<file path="src/nibble_exec_defs.svh">
// Offsets, field positions, reset values and timing for the nibble execute block
// Summary of operation
// - ADC memory: result gets mem+result+carry, flags
// - ADC memory writeback: sum to result and memory
// - ADC immediate: scratch+constant+carry into result only
// - ADC immediate writeback: sum to result and scratch
// - SUBTRACT_BORROW memory: mem-result-carry into result, flags
// - SUBTRACT_BORROW immediate writeback: scratch-constant-carry to both
// - OR memory: into result, zero bit only
// - OR memory writeback: result and memory nibble
// - Result-bit branches replace low eleven pointer bits
// - Branch if zero: result equals zero
// - Branch if nonzero: result not zero
// - Branch if carry bit is one
// - Branch if carry bit is not one
// - Decrement, write back, skip two if nonzero (bit 7 set) or if zero (bit 7 clear)
// - Memory bit skip, no flag change
// - Paged address is page times 10H plus offset
`ifndef NIBBLE_EXEC_DEFS_SVH
`define NIBBLE_EXEC_DEFS_SVH

`define OFF_CTRL        6'h00
`define OFF_STATUS      6'h01
`define OFF_POINTER     6'h02
`define OFF_RESULT      6'h03

`define CTRL_BANK_LSB   0
`define CTRL_PAGE_LSB   4
`define CTRL_RUN_BIT    8

`define STAT_CARRY_BIT  4
`define STAT_ZERO_BIT   5
`define STAT_BUSY_BIT   8
`define STAT_PTR_LSB    16

`define RST_BANK        3'h0
`define RST_PAGE        3'h0
`define RST_RUN         1'b1
`define RST_POINTER     14'h0000
`define RST_RESULT      4'h0

`define PAGE_SHIFT      4
`define BANK_SHIFT      11
`define PERIODS_PER_MC  4

`endif

</file>
<file path="src/nibble_exec_pkg.sv">
// Types shared by the nibble execute block
package nibble_exec_pkg;

  typedef enum logic [2:0] {
    ALU_PASS,
    ALU_ADD,
    ALU_SUB,
    ALU_OR,
    ALU_DEC
  } alu_op_t;

  typedef enum logic [2:0] {
    BR_NONE,
    BR_JUMP,
    BR_ACC_BIT,
    BR_ZERO,
    BR_NONZERO,
    BR_CARRY,
    BR_NO_CARRY
  } branch_t;

  typedef enum logic [1:0] {
    SK_NONE,
    SK_ZERO,
    SK_NONZERO,
    SK_MEM_BIT
  } skip_t;

  typedef enum logic [1:0] {
    PH_FETCH,
    PH_READ,
    PH_EXEC,
    PH_SETTLE
  } phase_t;

  typedef struct packed {
    alu_op_t    op;
    logic       use_imm;
    logic       use_cin;
    logic       wr_acc;
    logic       wr_mem;
    logic       upd_cf;
    logic       upd_zf;
    branch_t    br;
    skip_t      sk;
    logic [1:0] bit_sel;
  } decode_t;

  typedef struct packed {
    logic zero_bit;
    logic carry_bit;
  } flags_t;

endpackage

</file>
<file path="src/nibble_alu.sv">
// Four-bit arithmetic and logic unit for the execute block
module nibble_alu (
  input  wire nibble_exec_pkg::alu_op_t op_i,
  input  wire logic [3:0]               a_i,
  input  wire logic [3:0]               b_i,
  input  wire logic                     cin_i,
  output logic      [3:0]               res_o,
  output logic                          cout_o
);
  import nibble_exec_pkg::*;

  logic [4:0] wide;

  // Bit 4 is carry on add and borrow on subtract
  always_comb begin
    wide = 5'h00;
    case (op_i)
      ALU_ADD: wide = {1'b0, a_i} + {1'b0, b_i} + {4'h0, cin_i};
      ALU_SUB: wide = {1'b0, a_i} - {1'b0, b_i} - {4'h0, cin_i};
      ALU_OR:  wide = {1'b0, a_i | b_i};
      ALU_DEC: wide = {1'b0, a_i} - 5'h01;
      default: wide = {1'b0, a_i};
    endcase
  end

  assign res_o  = wide[3:0];
  assign cout_o = wide[4];

endmodule

</file>
<file path="src/nibble_alu_branch_exec.sv">
// Decode and execute of nibble arithmetic, OR, branch and skip instructions
`include "nibble_exec_defs.svh"

module nibble_alu_branch_exec #(
  parameter int AW = 7
) (
  input  wire logic        clk_i,
  input  wire logic        rst_i,
  input  wire logic        ce_i,
  input  wire logic [15:0] instr_i,
  input  wire logic        instr_valid_i,
  output logic             instr_ready_o,
  output logic             done_o,
  output logic [13:0]      pc_o,
  output logic [3:0]       acc_o,
  output nibble_exec_pkg::flags_t flags_o,
  input  wire logic        wb_cyc_i,
  input  wire logic        wb_stb_i,
  input  wire logic        wb_we_i,
  input  wire logic [7:0]  wb_adr_i,
  input  wire logic [3:0]  wb_sel_i,
  input  wire logic [31:0] wb_dat_i,
  output logic [31:0]      wb_dat_o,
  output logic             wb_ack_o
);
  import nibble_exec_pkg::*;

  if (AW != 7) begin : g_check
    $error("nibble_alu_branch_exec supports a 7-bit data address only");
  end

  phase_t      phase_reg;
  phase_t      phase_next;
  logic [15:0] instr_reg;
  decode_t     dec;
  logic [13:0] pc_reg;
  logic [3:0]  acc_reg;
  flags_t      flags_reg;
  logic [2:0]  bank_reg;
  logic [2:0]  page_reg;
  logic        run_reg;
  logic        ready_reg;
  logic        done_reg;
  logic        ack_reg;
  logic [31:0] rdat_reg;

  logic [AW-1:0] mem_addr;
  logic [3:0]    mem_rdata;
  logic [3:0]    alu_b;
  logic [3:0]    alu_res;
  logic          alu_cout;
  logic          res_zero;
  logic          take_branch;
  logic          take_skip;
  logic          exec;
  logic          accept;
  logic [13:0]   pc_seq;
  logic [13:0]   pc_exec;

  logic          bus_req;
  logic          bus_wr;
  logic [5:0]    bus_idx;

  assign accept  = (phase_reg == PH_FETCH) && instr_valid_i && ready_reg;
  assign exec    = (phase_reg == PH_EXEC);
  assign bus_req = wb_cyc_i && wb_stb_i;
  assign bus_idx = wb_adr_i[7:2];
  // Writes land only at the edge where the master sees ack
  assign bus_wr  = bus_req && wb_we_i && ack_reg;

  // Machine cycle: fetch, read, execute, settle (four clocks)
  always_comb begin
    phase_next = phase_reg;
    case (phase_reg)
      PH_FETCH:  phase_next = accept ? PH_READ : PH_FETCH;
      PH_READ:   phase_next = PH_EXEC;
      PH_EXEC:   phase_next = PH_SETTLE;
      PH_SETTLE: phase_next = PH_FETCH;
      default:   phase_next = PH_FETCH;
    endcase
  end

  always_ff @(posedge clk_i) begin
    if (rst_i) begin
      phase_reg <= PH_FETCH;
    end else if (ce_i) begin
      phase_reg <= phase_next;
    end
  end

  always_ff @(posedge clk_i) begin
    if (rst_i) begin
      ready_reg <= 1'b0;
      done_reg  <= 1'b0;
    end else if (ce_i) begin
      ready_reg <= (phase_next == PH_FETCH) && run_reg;
      done_reg  <= exec;
    end
  end

  always_ff @(posedge clk_i) begin
    if (rst_i) begin
      instr_reg <= 16'h0000;
    end else if (ce_i && accept) begin
      instr_reg <= instr_i;
    end
  end

  // Decode of the instruction held for this machine cycle
  always_comb begin
    dec         = '0;
    dec.op      = ALU_PASS;
    dec.br      = BR_NONE;
    dec.sk      = SK_NONE;
    dec.use_imm = instr_reg[10];
    if (!instr_reg[11] && instr_reg[15:12] >= 4'h7) begin
      dec.bit_sel = instr_reg[13:12];
      case (instr_reg[15:12])
        4'h7:    dec.br = BR_JUMP;
        4'h8, 4'h9, 4'ha, 4'hb: dec.br = BR_ACC_BIT;
        4'hc:    dec.br = BR_NONZERO;
        4'hd:    dec.br = BR_NO_CARRY;
        4'he:    dec.br = BR_ZERO;
        4'hf:    dec.br = BR_CARRY;
        default: dec.br = BR_NONE;
      endcase
    end else begin
      case (instr_reg[15:8])
        8'h08, 8'h09, 8'h0a, 8'h0b, 8'h0c, 8'h0d, 8'h0e, 8'h0f: begin
          dec.op      = instr_reg[9] ? ALU_SUB : ALU_ADD;
          dec.use_cin = 1'b1;
          dec.wr_acc  = instr_reg[10] || !instr_reg[7];
          dec.wr_mem  = dec.wr_acc && instr_reg[8];
          dec.upd_cf  = dec.wr_acc;
          dec.upd_zf  = dec.wr_acc;
        end
        8'h3a, 8'h3b, 8'h3e, 8'h3f: begin
          dec.op      = ALU_OR;
          dec.wr_acc  = instr_reg[10] || !instr_reg[7];
          dec.wr_mem  = dec.wr_acc && instr_reg[8];
          dec.upd_zf  = dec.wr_acc;
        end
        8'h48: begin
          dec.use_imm = 1'b0;
          dec.op      = ALU_DEC;
          dec.wr_acc  = 1'b1;
          dec.wr_mem  = 1'b1;
          dec.upd_cf  = 1'b1;
          dec.upd_zf  = 1'b1;
          dec.sk      = instr_reg[7] ? SK_NONZERO : SK_ZERO;
        end
        8'ha8, 8'ha9: begin
          dec.use_imm = 1'b0;
          dec.sk      = SK_MEM_BIT;
          dec.bit_sel = instr_reg[8:7];
        end
        default: dec.use_imm = 1'b0;
      endcase
    end
  end

  // Scratch nibbles sit in the page chosen by page_reg
  assign mem_addr = dec.use_imm ? {page_reg, instr_reg[3:0]}
                                : instr_reg[AW-1:0];

  nibble_data_mem #(
    .AW (AW),
    .DW (4)
  ) u_mem (
    .clk_i   (clk_i),
    .ce_i    (ce_i),
    .raddr_i (mem_addr),
    .rdata_o (mem_rdata),
    .we_i    (exec && dec.wr_mem),
    .waddr_i (mem_addr),
    .wdata_i (alu_res)
  );

  // Immediate constant from bits 7..4, else the result register
  assign alu_b = dec.use_imm ? instr_reg[7:4] : acc_reg;

  nibble_alu u_alu (
    .op_i   (dec.op),
    .a_i    (mem_rdata),
    .b_i    (alu_b),
    .cin_i  (dec.use_cin && flags_reg.carry_bit),
    .res_o  (alu_res),
    .cout_o (alu_cout)
  );

  assign res_zero = (alu_res == 4'h0);

  always_comb begin
    take_branch = 1'b0;
    case (dec.br)
      BR_JUMP:     take_branch = 1'b1;
      BR_ACC_BIT:  take_branch = acc_reg[dec.bit_sel];
      BR_ZERO:     take_branch = (acc_reg == 4'h0);
      BR_NONZERO:  take_branch = (acc_reg != 4'h0);
      BR_CARRY:    take_branch = flags_reg.carry_bit;
      BR_NO_CARRY: take_branch = !flags_reg.carry_bit;
      default:     take_branch = 1'b0;
    endcase
  end

  always_comb begin
    take_skip = 1'b0;
    case (dec.sk)
      SK_ZERO:    take_skip = res_zero;
      SK_NONZERO: take_skip = !res_zero;
      SK_MEM_BIT: take_skip = mem_rdata[dec.bit_sel];
      default:    take_skip = 1'b0;
    endcase
  end

  assign pc_seq = take_skip ? pc_reg + 14'h0002 : pc_reg + 14'h0001;

  always_comb begin
    pc_exec = pc_seq;
    if (take_branch) begin
      if (dec.br == BR_JUMP) begin
        pc_exec = {bank_reg, instr_reg[10:0]};
      end else begin
        pc_exec = {pc_reg[13:`BANK_SHIFT], instr_reg[10:0]};
      end
    end
  end

  // Bus write to the pointer wins over an execute in the same cycle
  always_ff @(posedge clk_i) begin
    if (rst_i) begin
      pc_reg <= `RST_POINTER;
    end else if (ce_i) begin
      if (bus_wr && bus_idx == `OFF_POINTER) begin
        pc_reg <= wb_dat_i[13:0];
      end else if (exec) begin
        pc_reg <= pc_exec;
      end
    end
  end

  always_ff @(posedge clk_i) begin
    if (rst_i) begin
      acc_reg   <= `RST_RESULT;
      flags_reg <= '0;
    end else if (ce_i) begin
      if (bus_wr && bus_idx == `OFF_RESULT && wb_sel_i[0]) begin
        acc_reg             <= wb_dat_i[3:0];
        flags_reg.carry_bit <= wb_dat_i[`STAT_CARRY_BIT];
        flags_reg.zero_bit  <= wb_dat_i[`STAT_ZERO_BIT];
      end else if (exec) begin
        if (dec.wr_acc) begin
          acc_reg <= alu_res;
        end
        if (dec.upd_cf) begin
          flags_reg.carry_bit <= alu_cout;
        end
        if (dec.upd_zf) begin
          flags_reg.zero_bit <= res_zero;
        end
      end
    end
  end

  // Control: code bank, scratch page, run enable
  always_ff @(posedge clk_i) begin
    if (rst_i) begin
      bank_reg <= `RST_BANK;
      page_reg <= `RST_PAGE;
      run_reg  <= `RST_RUN;
    end else if (ce_i && bus_wr && bus_idx == `OFF_CTRL) begin
      if (wb_sel_i[0]) begin
        bank_reg <= wb_dat_i[`CTRL_BANK_LSB +: 3];
        page_reg <= wb_dat_i[`CTRL_PAGE_LSB +: 3];
      end
      if (wb_sel_i[1]) begin
        run_reg <= wb_dat_i[`CTRL_RUN_BIT];
      end
    end
  end

  // Classic slave: ack one cycle after the request, dropped the next
  always_ff @(posedge clk_i) begin
    if (rst_i) begin
      ack_reg  <= 1'b0;
      rdat_reg <= 32'h0000_0000;
    end else if (ce_i) begin
      ack_reg  <= bus_req && !ack_reg;
      rdat_reg <= 32'h0000_0000;
      if (bus_req && !ack_reg && !wb_we_i) begin
        case (bus_idx)
          `OFF_CTRL: begin
            rdat_reg[`CTRL_BANK_LSB +: 3] <= bank_reg;
            rdat_reg[`CTRL_PAGE_LSB +: 3] <= page_reg;
            rdat_reg[`CTRL_RUN_BIT]       <= run_reg;
          end
          `OFF_STATUS: begin
            rdat_reg[3:0]                  <= acc_reg;
            rdat_reg[`STAT_CARRY_BIT]      <= flags_reg.carry_bit;
            rdat_reg[`STAT_ZERO_BIT]       <= flags_reg.zero_bit;
            rdat_reg[`STAT_BUSY_BIT]       <= (phase_reg != PH_FETCH);
            rdat_reg[`STAT_PTR_LSB +: 14]  <= pc_reg;
          end
          `OFF_POINTER: rdat_reg[13:0] <= pc_reg;
          `OFF_RESULT: begin
            rdat_reg[3:0]             <= acc_reg;
            rdat_reg[`STAT_CARRY_BIT] <= flags_reg.carry_bit;
            rdat_reg[`STAT_ZERO_BIT]  <= flags_reg.zero_bit;
          end
          default: rdat_reg <= 32'h0000_0000;
        endcase
      end
    end
  end

  assign instr_ready_o = ready_reg;
  assign done_o        = done_reg;
  assign pc_o          = pc_reg;
  assign acc_o         = acc_reg;
  assign flags_o       = flags_reg;
  assign wb_dat_o      = rdat_reg;
  assign wb_ack_o      = ack_reg;

endmodule

</file>
<file path="src/nibble_data_mem.sv">
// Nibble-wide data memory with one write port and a registered read port
module nibble_data_mem #(
  parameter int AW = 7,
  parameter int DW = 4
) (
  input  wire logic          clk_i,
  input  wire logic          ce_i,
  input  wire logic [AW-1:0] raddr_i,
  output logic      [DW-1:0] rdata_o,
  input  wire logic          we_i,
  input  wire logic [AW-1:0] waddr_i,
  input  wire logic [DW-1:0] wdata_i
);
  import nibble_exec_pkg::*;

  localparam int DEPTH = 1 << AW;

  if (AW < 7 || DW != 4) begin : g_check
    $error("nibble_data_mem needs AW >= 7 and DW == 4");
  end

  // No reset: contents are undefined until an executed instruction writes them
  logic [DW-1:0] mem [DEPTH];

  always_ff @(posedge clk_i) begin
    if (ce_i && we_i) begin
      mem[waddr_i] <= wdata_i;
    end
  end

  always_ff @(posedge clk_i) begin
    if (ce_i) begin
      rdata_o <= mem[raddr_i];
    end
  end

endmodule

</file>
<file path="config.mk">
export PLATFORM = sky130hd
export DESIGN_NAME = nibble_alu_branch_exec
export DESIGN_NICKNAME = d
export VERILOG_FILES = /design/src/nibble_exec_pkg.sv /design/src/nibble_alu.sv /design/src/nibble_alu_branch_exec.sv /design/src/nibble_data_mem.sv
export VERILOG_INCLUDE_DIRS = /design/src
export SDC_FILE = /design/constraint.sdc
export NUM_CORES = 1
export LEC_CHECK = 0
export ABC_AREA = 0
export BUFFER_PORTS_ARGS = -buffer_cell sky130_fd_sc_hd__buf_2
export CAP_MARGIN = 20
export CORE_MARGIN = 3
export CORE_UTILIZATION = 60
export DETAILED_ROUTE_END_ITERATION = 10
export GPL_TIMING_DRIVEN = 0
export PLACE_DENSITY_LB_ADDON = 0.12
export SLEW_MARGIN = 15
export SYNTH_ARGS = -nofsm -noshare
export SYNTH_HDL_FRONTEND = slang
export SYNTH_SLANG_ARGS = --single-unit
export TNS_END_PERCENT = 100
</file>
<file path="constraint.sdc">
create_clock -name clk_i -period 8.05 [get_ports clk_i]
set_input_delay 1.2075 -clock clk_i [delete_from_list [all_inputs] [get_ports clk_i]]
set_output_delay 1.2075 -clock clk_i [all_outputs]
set_load 0.005 [all_outputs]
</file>
Word level (Yosys, flattened, before mapping)

Memory sizes are Yosys's and may differ from the RTL's. A register that Yosys moved wholly into a read port is not among the register bits.
Cells that the tools add are included.

Add/sub/neg operators: 7
$lt $le $gt $ge: 2
Equal/unequal tests: 35
Multiplexer cells: 50
Bitwise logic cells: 1
Reduce and logical (&&, ||, !) cells: 50

Operators by type and width:

| cell                    | count |
|---|---|
| $mux W14                | 6 |
| $eq A8 B4 Y1 const B    | 8 |
| $eq A8 B6 Y1 const B    | 4 |
| $mux W30                | 1 |
| $mux W4                 | 6 |
| $pmux W5 S4             | 1 |
| $logic_and A1 B1 Y1     | 19 |
| $pmux W3 S3             | 2 |
| $eq A8 B8 Y1 const B    | 2 |
| $add A14 B1 Y14 const B | 1 |
| $add A14 B2 Y14 const B | 1 |
| $mux W2                 | 7 |
| $eq A3 B2 Y1 const B    | 4 |
| $eq A3 B3 Y1 const B    | 4 |
| $eq A6 B2 Y1 const B    | 2 |
| $reduce_and A3 Y1       | 4 |
| $reduce_bool A2 Y1      | 6 |
| $reduce_or A12 Y1       | 1 |
| $mux W1                 | 10 |
| $mux W9                 | 1 |
| $eq A2 B2 Y1 const B    | 4 |
| $eq A8 B7 Y1 const B    | 1 |
| $logic_not A4 Y1        | 2 |
| $pmux W1 S2             | 4 |
| 30 further kinds        | 44 |

Register bits after elaboration: 80
Memory bits (writable): 512
ROM bits: 48
Bits of input ports: 67
Output and inout port bits: 55
Memories: 2

Memories:

| memory          | words | bits a word | read ports | clocked after Yosys merged registers in | wr ports | line                          | RTL |
|---|---|---|---|---|---|---|---|
| u_mem.mem       | 128   | 4           | 1          | 1                                       | 1        | nibble_data_mem.sv:23         | `logic [DW-1:0] mem [DEPTH];` |
| (no name shown) | 16    | 3           | 1          | 1                                       | 0        | nibble_alu_branch_exec.sv:118 | `case (instr_reg[15:12])` |

Logic depth before layout (Yosys ltp)

Depth after elaboration: 16
Depth in mapped cells: 21
Mapped depth without buffers: 19

Modules after synthesis

From an unflattened synthesis, not the netlist that was laid out.

Cells, all modules: 1549
Area total of the unflattened synthesis: 25311.8 um^2

By module, submodules not included:

| module                 | instances | cells an instance | area an instance (um^2) | seq. area each (um^2) |
|---|---|---|---|---|
| nibble_data_mem        | 1         | 906               | 20243.2                 | 15494.9 |
| nibble_alu_branch_exec | 1         | 558               | 4377.9                  | 1581.5 |
| nibble_alu             | 1         | 85                | 690.7                   | 0.0 |

Worst setup path after synthesis

OpenSTA, ideal clock, no wires.

Kind: register to register
From: register instr_reg[13]
To: register pc_reg[7], in the netlist pc_o[7]
Data arrival time: 5.904 ns
Slack: 2.031 ns
Stages on the path, launching flop included: 22
Clock period less this slack: 6.019 ns
Path through: dfxtp_1 -> clkbuf_1 -> nor2_1 -> o21a_1 -> o21ai_1 -> buf_2 -> mux2i_1 -> xor2_1 -> ha_1 -> a21o_1 -> ha_1 -> nand2_1 -> and3_1 -> nor3_1 -> nor3_1 -> o22a_4 -> inv_1 -> o211ai_1 -> a41oi_2 -> mux2i_1 -> o22ai_1 -> o21a_1

Longest elaborated chain between the ends: 15
Elaborated cells between the ends (all ways): 63
Those cells by class: add/sub: 4; order compare: 1; eq/ne: 28; mux: 21; bitwise: 1; reduce/logical: 8

RTL lines:

| item                                                  | line                               | RTL |
|---|---|---|
| from (decl)                                           | nibble_alu_branch_exec.sv:34       | `logic [15:0] instr_reg;` |
| from (signal assigned)                                | nibble_alu_branch_exec.sv:105      | `instr_reg <= instr_i;` |
| $eq A8 B6 Y1 / $eq A8 B4 Y1 (equally long branches)   | nibble_alu_branch_exec.sv:128      | `case (instr_reg[15:8])` |
| $reduce_or A12 Y1 (no source line)                    | --                                 |  |
| $mux W1                                               | nibble_alu_branch_exec.sv:128      |  |
| $mux W9 (*)                                           | nibble_alu_branch_exec.sv:116      | `if (!instr_reg[11] && instr_reg[15:12] >= 4'h7) begin` |
| $mux W4                                               | nibble_alu_branch_exec.sv:180      | `assign alu_b = dec.use_imm ? instr_reg[7:4] : acc_reg;` |
| $sub A4 B4 Y5 / $add A4 B4 Y5 (equally long branches) | nibble_alu.sv:19, nibble_alu.sv:18 |  |
| $sub A5 B1 Y5 / $add A5 B1 Y5 (equally long branches) | nibble_alu.sv:19, nibble_alu.sv:18 |  |
| $pmux W5 S4 (*)                                       | nibble_alu.sv:17                   | `case (op_i)` |
| named net alu_res[3]                                  | nibble_alu_branch_exec.sv:50       | `logic [3:0] alu_res;` |
| $logic_not A4 Y1 (*)                                  | nibble_alu_branch_exec.sv:191      | `assign res_zero = (alu_res == 4'h0);` |
| $logic_not A1 Y1                                      | nibble_alu_branch_exec.sv:210      | `SK_NONZERO: take_skip = !res_zero;` |
| $pmux W1 S3 (*)                                       | nibble_alu_branch_exec.sv:208      | `case (dec.sk)` |
| $mux W14 (*)                                          | nibble_alu_branch_exec.sv:216      | `assign pc_seq = take_skip ? pc_reg + 14'h0002 : pc_reg + 14'h0001;` |
| $mux W14 (*)                                          | nibble_alu_branch_exec.sv:220      | `if (take_branch) begin` |
| $mux W14 (*)                                          | nibble_alu_branch_exec.sv:236      | `end else if (exec) begin` |
| $mux W14 (*)                                          | nibble_alu_branch_exec.sv:234      | `` if (bus_wr && bus_idx == `OFF_POINTER) begin `` |
| to (signal assigned)                                  | nibble_alu_branch_exec.sv:232      | `` pc_reg <= `RST_POINTER; `` |
| to (signal assigned)                                  | nibble_alu_branch_exec.sv:235      | `pc_reg <= wb_dat_i[13:0];` |
| to (signal assigned)                                  | nibble_alu_branch_exec.sv:237      | `pc_reg <= pc_exec;` |
| to (decl)                                             | nibble_alu_branch_exec.sv:36       | `logic [13:0] pc_reg;` |

Mark *: on every way through the listed nets, which the timed path passes. The rest lies on a longest branch. The select of a mux whose other input is x is not followed.
A chain may end at the register's enable or synchronous reset.

Worst setup path in the final report

From: register instr_reg[1]
To: memory u_mem.mem[110][1] (enable)

Longest elaborated chain between the ends: 1

RTL lines:

| item      | line                          | RTL |
|---|---|---|
| $mux W7   | nibble_alu_branch_exec.sv:163 | `assign mem_addr = dec.use_imm ? {page_reg, instr_reg[3:0]}` |
| to (decl) | nibble_data_mem.sv:23         |  |

No other way between the ends.

==> results.md <==
- Hold_buf cts: 0
- Count leader, synth: edfxtp_1
- Hold path endpoint: done_o
- Synth area leader: edfxtp_1
- Initial antenna violation count: 1
- Pwr Density: 227 nW/um2
- Ranking of synthesized cells by area: edfxtp_1 64%, dfxtp_1 6.5%, a22oi_1 4.7%, nor2_1 3.3%, a221oi_1 2.0%
- Fin cells: 2,513
- CTS tree: built
- Hold Startpoint: done_o
- Fmax: 0.151 GHz
- Clk_lat worst skew: 0.65 ns
- Most common library cells after synthesis: 516 x edfxtp_1, 211 x nor2_1, 153 x a22oi_1
- Clock slew at reported path FFs: 0.06 ns
- Max-cap violations: 0
- CP most frequent cell: clkbuf_1
- Reg-to-reg startpoint: instr_reg[1]
- Final GP Congestion: 0.932
- Critical Path RT: 8.32 ns
- Slew at the pin with the worst max-slew slack: 1.28 ns
- Slowest cell on crit path: clkbuf_1
- Register area: 17,100 um2
- Area growth, synth to finish: 13.0%
- Largest register FFs: 512
- Max clock buf depth: 3
- IO buf count: 93
- Cell Area, Synth: 24,300 um2
- Ys Warns: 0
- Syn avg cell area: 13.7 um2
- CP bufs+invs: 5
- Syn Inst Count: 1,777
- Remaining DRCs: 0
- R2r endpoint: u_mem.mem[110][1]
- ANT nets after route: 0
- Post_cts resized: 0
- Final Util: 68.9%
- Tmin final: 6.64 ns
- Clk sinks: 595
- Top cell type's share of synthesized area: 63.8%
- Register-to-Register Path Depth: 8
- Core area: 39,800 um2
- Vias: 17,700
- Number of global-route vias before repair: 16,900
- Number of iterations in the first detailed-routing pass: 8
- Total Routing Usage GR: 36.3%
- Final Hold Viols: 0
- Rel. slew slack: 13.8%
- Slew Viols, Final: 0
- Setup TNS: 0 ns
- Layout cells sized above 1: 11.2%
- Total power: 6230 uW
- Status: finished clean
- Final nets: 2,035
- Fin crit share: 82.5%
- First-pass GRT wire length: 114 mm
- Post-synth cell types: 75
- DIE AREA: 42,900 um2
- Aggregate global routing overflow: 0
- Hold_ws: 0.471 ns
- Synth Register Bits: 595
- # setup viols final: 0
- Routed Wire Length: 79.7 mm
- EDFF count, synth: 516
- Post-Place Cells: 2,405
- Max IR drop VDD: 0.184 mV
- Largest net degree at the start of global routing: 83
- WL/cell: 31.7 um
- H-Tree Depth: 2
- Root buffer cell: clkbuf_16
- Reg2reg setup slack: 1.41 ns
- Multi-input logic area: 6570 um2
- Die Y-Extent: 207 um
- Die W: 207 um
- Initial core utilization: 60.9%
- Crit start category: register
- Min-delay worst type: register to register
- Leak: 0.00879 uW
- Detail Placement HPWL: 51.8 mm
- Cell Chain, Critical Path: buf_1 > and3b_1 > clkbuf_1 > buf_1 > clkbuf_1 > nand2_1 > clkbuf_1 > nor2_1
- Family with the most delay on the worst path: buffers and inverters
- Worst path max stage delay: 0.96 ns
- Num CTS Buffers: 58
- CP arrival: 6.91 ns
- Critical path capture point type: register
- Iter 0 DRT Violations: 2,764
- Post-synth ARST share: 0%
- Setup Fix Bufs, Post-CTS: 0
- Kind of critical path: register to register
- Num rows: 73
- RSZ-0062 raised after global routing: no
- IO Count: 122
- Fillers: 2,796
- Top FF cell, synth: edfxtp_1
- Inserted Diodes: 0
- Critical path peak fanout: 10
- Hold depth: 2
- Final Skew: 0.0486 ns
- Number of vias per cell: 7.06
- Register area share after synthesis: 70.4%
==> metrics by stage <==
stage,worst slack (ns),instance area (um2)
after floorplan,2.03,24300
after global placement,-0.503,25400
after detailed placement,1.80,25600
after CTS,1.87,27300
after global routing,1.47,27400
final,1.41,27400
==> final cells by class <==
cell class              count  area share, %
clock inverters            28          0.821
well taps                 525           2.40
clock buffers              74           5.59
repair buffers            106           2.54
multi-input cells        1019           24.0
plain buffers             128           1.87
flip-flops and latches    595           62.3
inverters                  38          0.557
==> worst register-to-register path, cell delays in order, from the launching register on <==
cell,delay [ns]
dfxtp_1,0.55
buf_1,0.62
and3b_1,0.68
clkbuf_1,0.96
buf_1,0.77
clkbuf_1,0.91
nand2_1,0.61
clkbuf_1,0.65
nor2_1,0.54
==> worst max-delay path by stage <==
stage / startpoint / endpoint / slack, ns / cells past startpoint
3_3_place_gp: instr_reg[13] / pc_o[3] / -0.50 / 21
4_1_cts: instr_reg[1] / u_mem.mem[30][1] / 1.87 / 8
5_1_grt: instr_reg[13] / pc_o[5] / 1.47 / 21
2_1_floorplan: instr_reg[13] / pc_o[7] / 2.03 / 21
6_report: instr_reg[1] / u_mem.mem[110][1] / 1.41 / 8
3_5_place_dp: instr_reg[1] / u_mem.mem[30][2] / 1.80 / 8
==> routing by layer <==
metal,vias to the layer above,global-route usage [%],routed length (um),share of wire [%]
met5,-,0,0,0
met4,0,21.6,5050,6.3
li1,7352,-,-,-
met3,287,9.01,10800,14
met2,1540,55.7,36200,45
met1,8558,47.4,27600,35
==> cells by family after synthesis <==
| group | after synthesis | synth area share [%] |
|---|---|---|
| other | 1 | 0.0155 |
| buffers and inverters | 166 | 2.69 |
| DFF | 595 | 70.4 |
| and+or+nand+nor | 462 | 8.69 |
| muxes | 43 | 2.13 |
| AOI/OAI and AO/OA | 483 | 14.7 |
| xor gates and xnor gates | 5 | 0.180 |
| adders and majority gates | 22 | 1.23 |
==> power by group <==
group          internal, uW  leakage (uW)  switching (uW)
Clock                  1400      0.000846            1160
Sequential             3390       0.00528            11.3
Combinational          66.3       0.00267             195
Total                  4860       0.00879            1370
==> cell usage in the layout (no fill, tap or decap), types with 17 or more instances in the layout <==
cell type	count
nand2_1	108
nor2_1	211
a22o_1	54
mux2i_1	28
ha_1	19
inv_1	34
a221oi_1	55
clkbuf_16	59
nand4_1	32
dfxtp_1	79
clkinv_1	17
a21oi_1	51
a31oi_1	56
o21ai_0	28
edfxtp_1	516
nand3_1	33
buf_2	99
a22oi_1	153
clkbuf_1	118
Note: power is estimated with default switching activity, not from simulation.
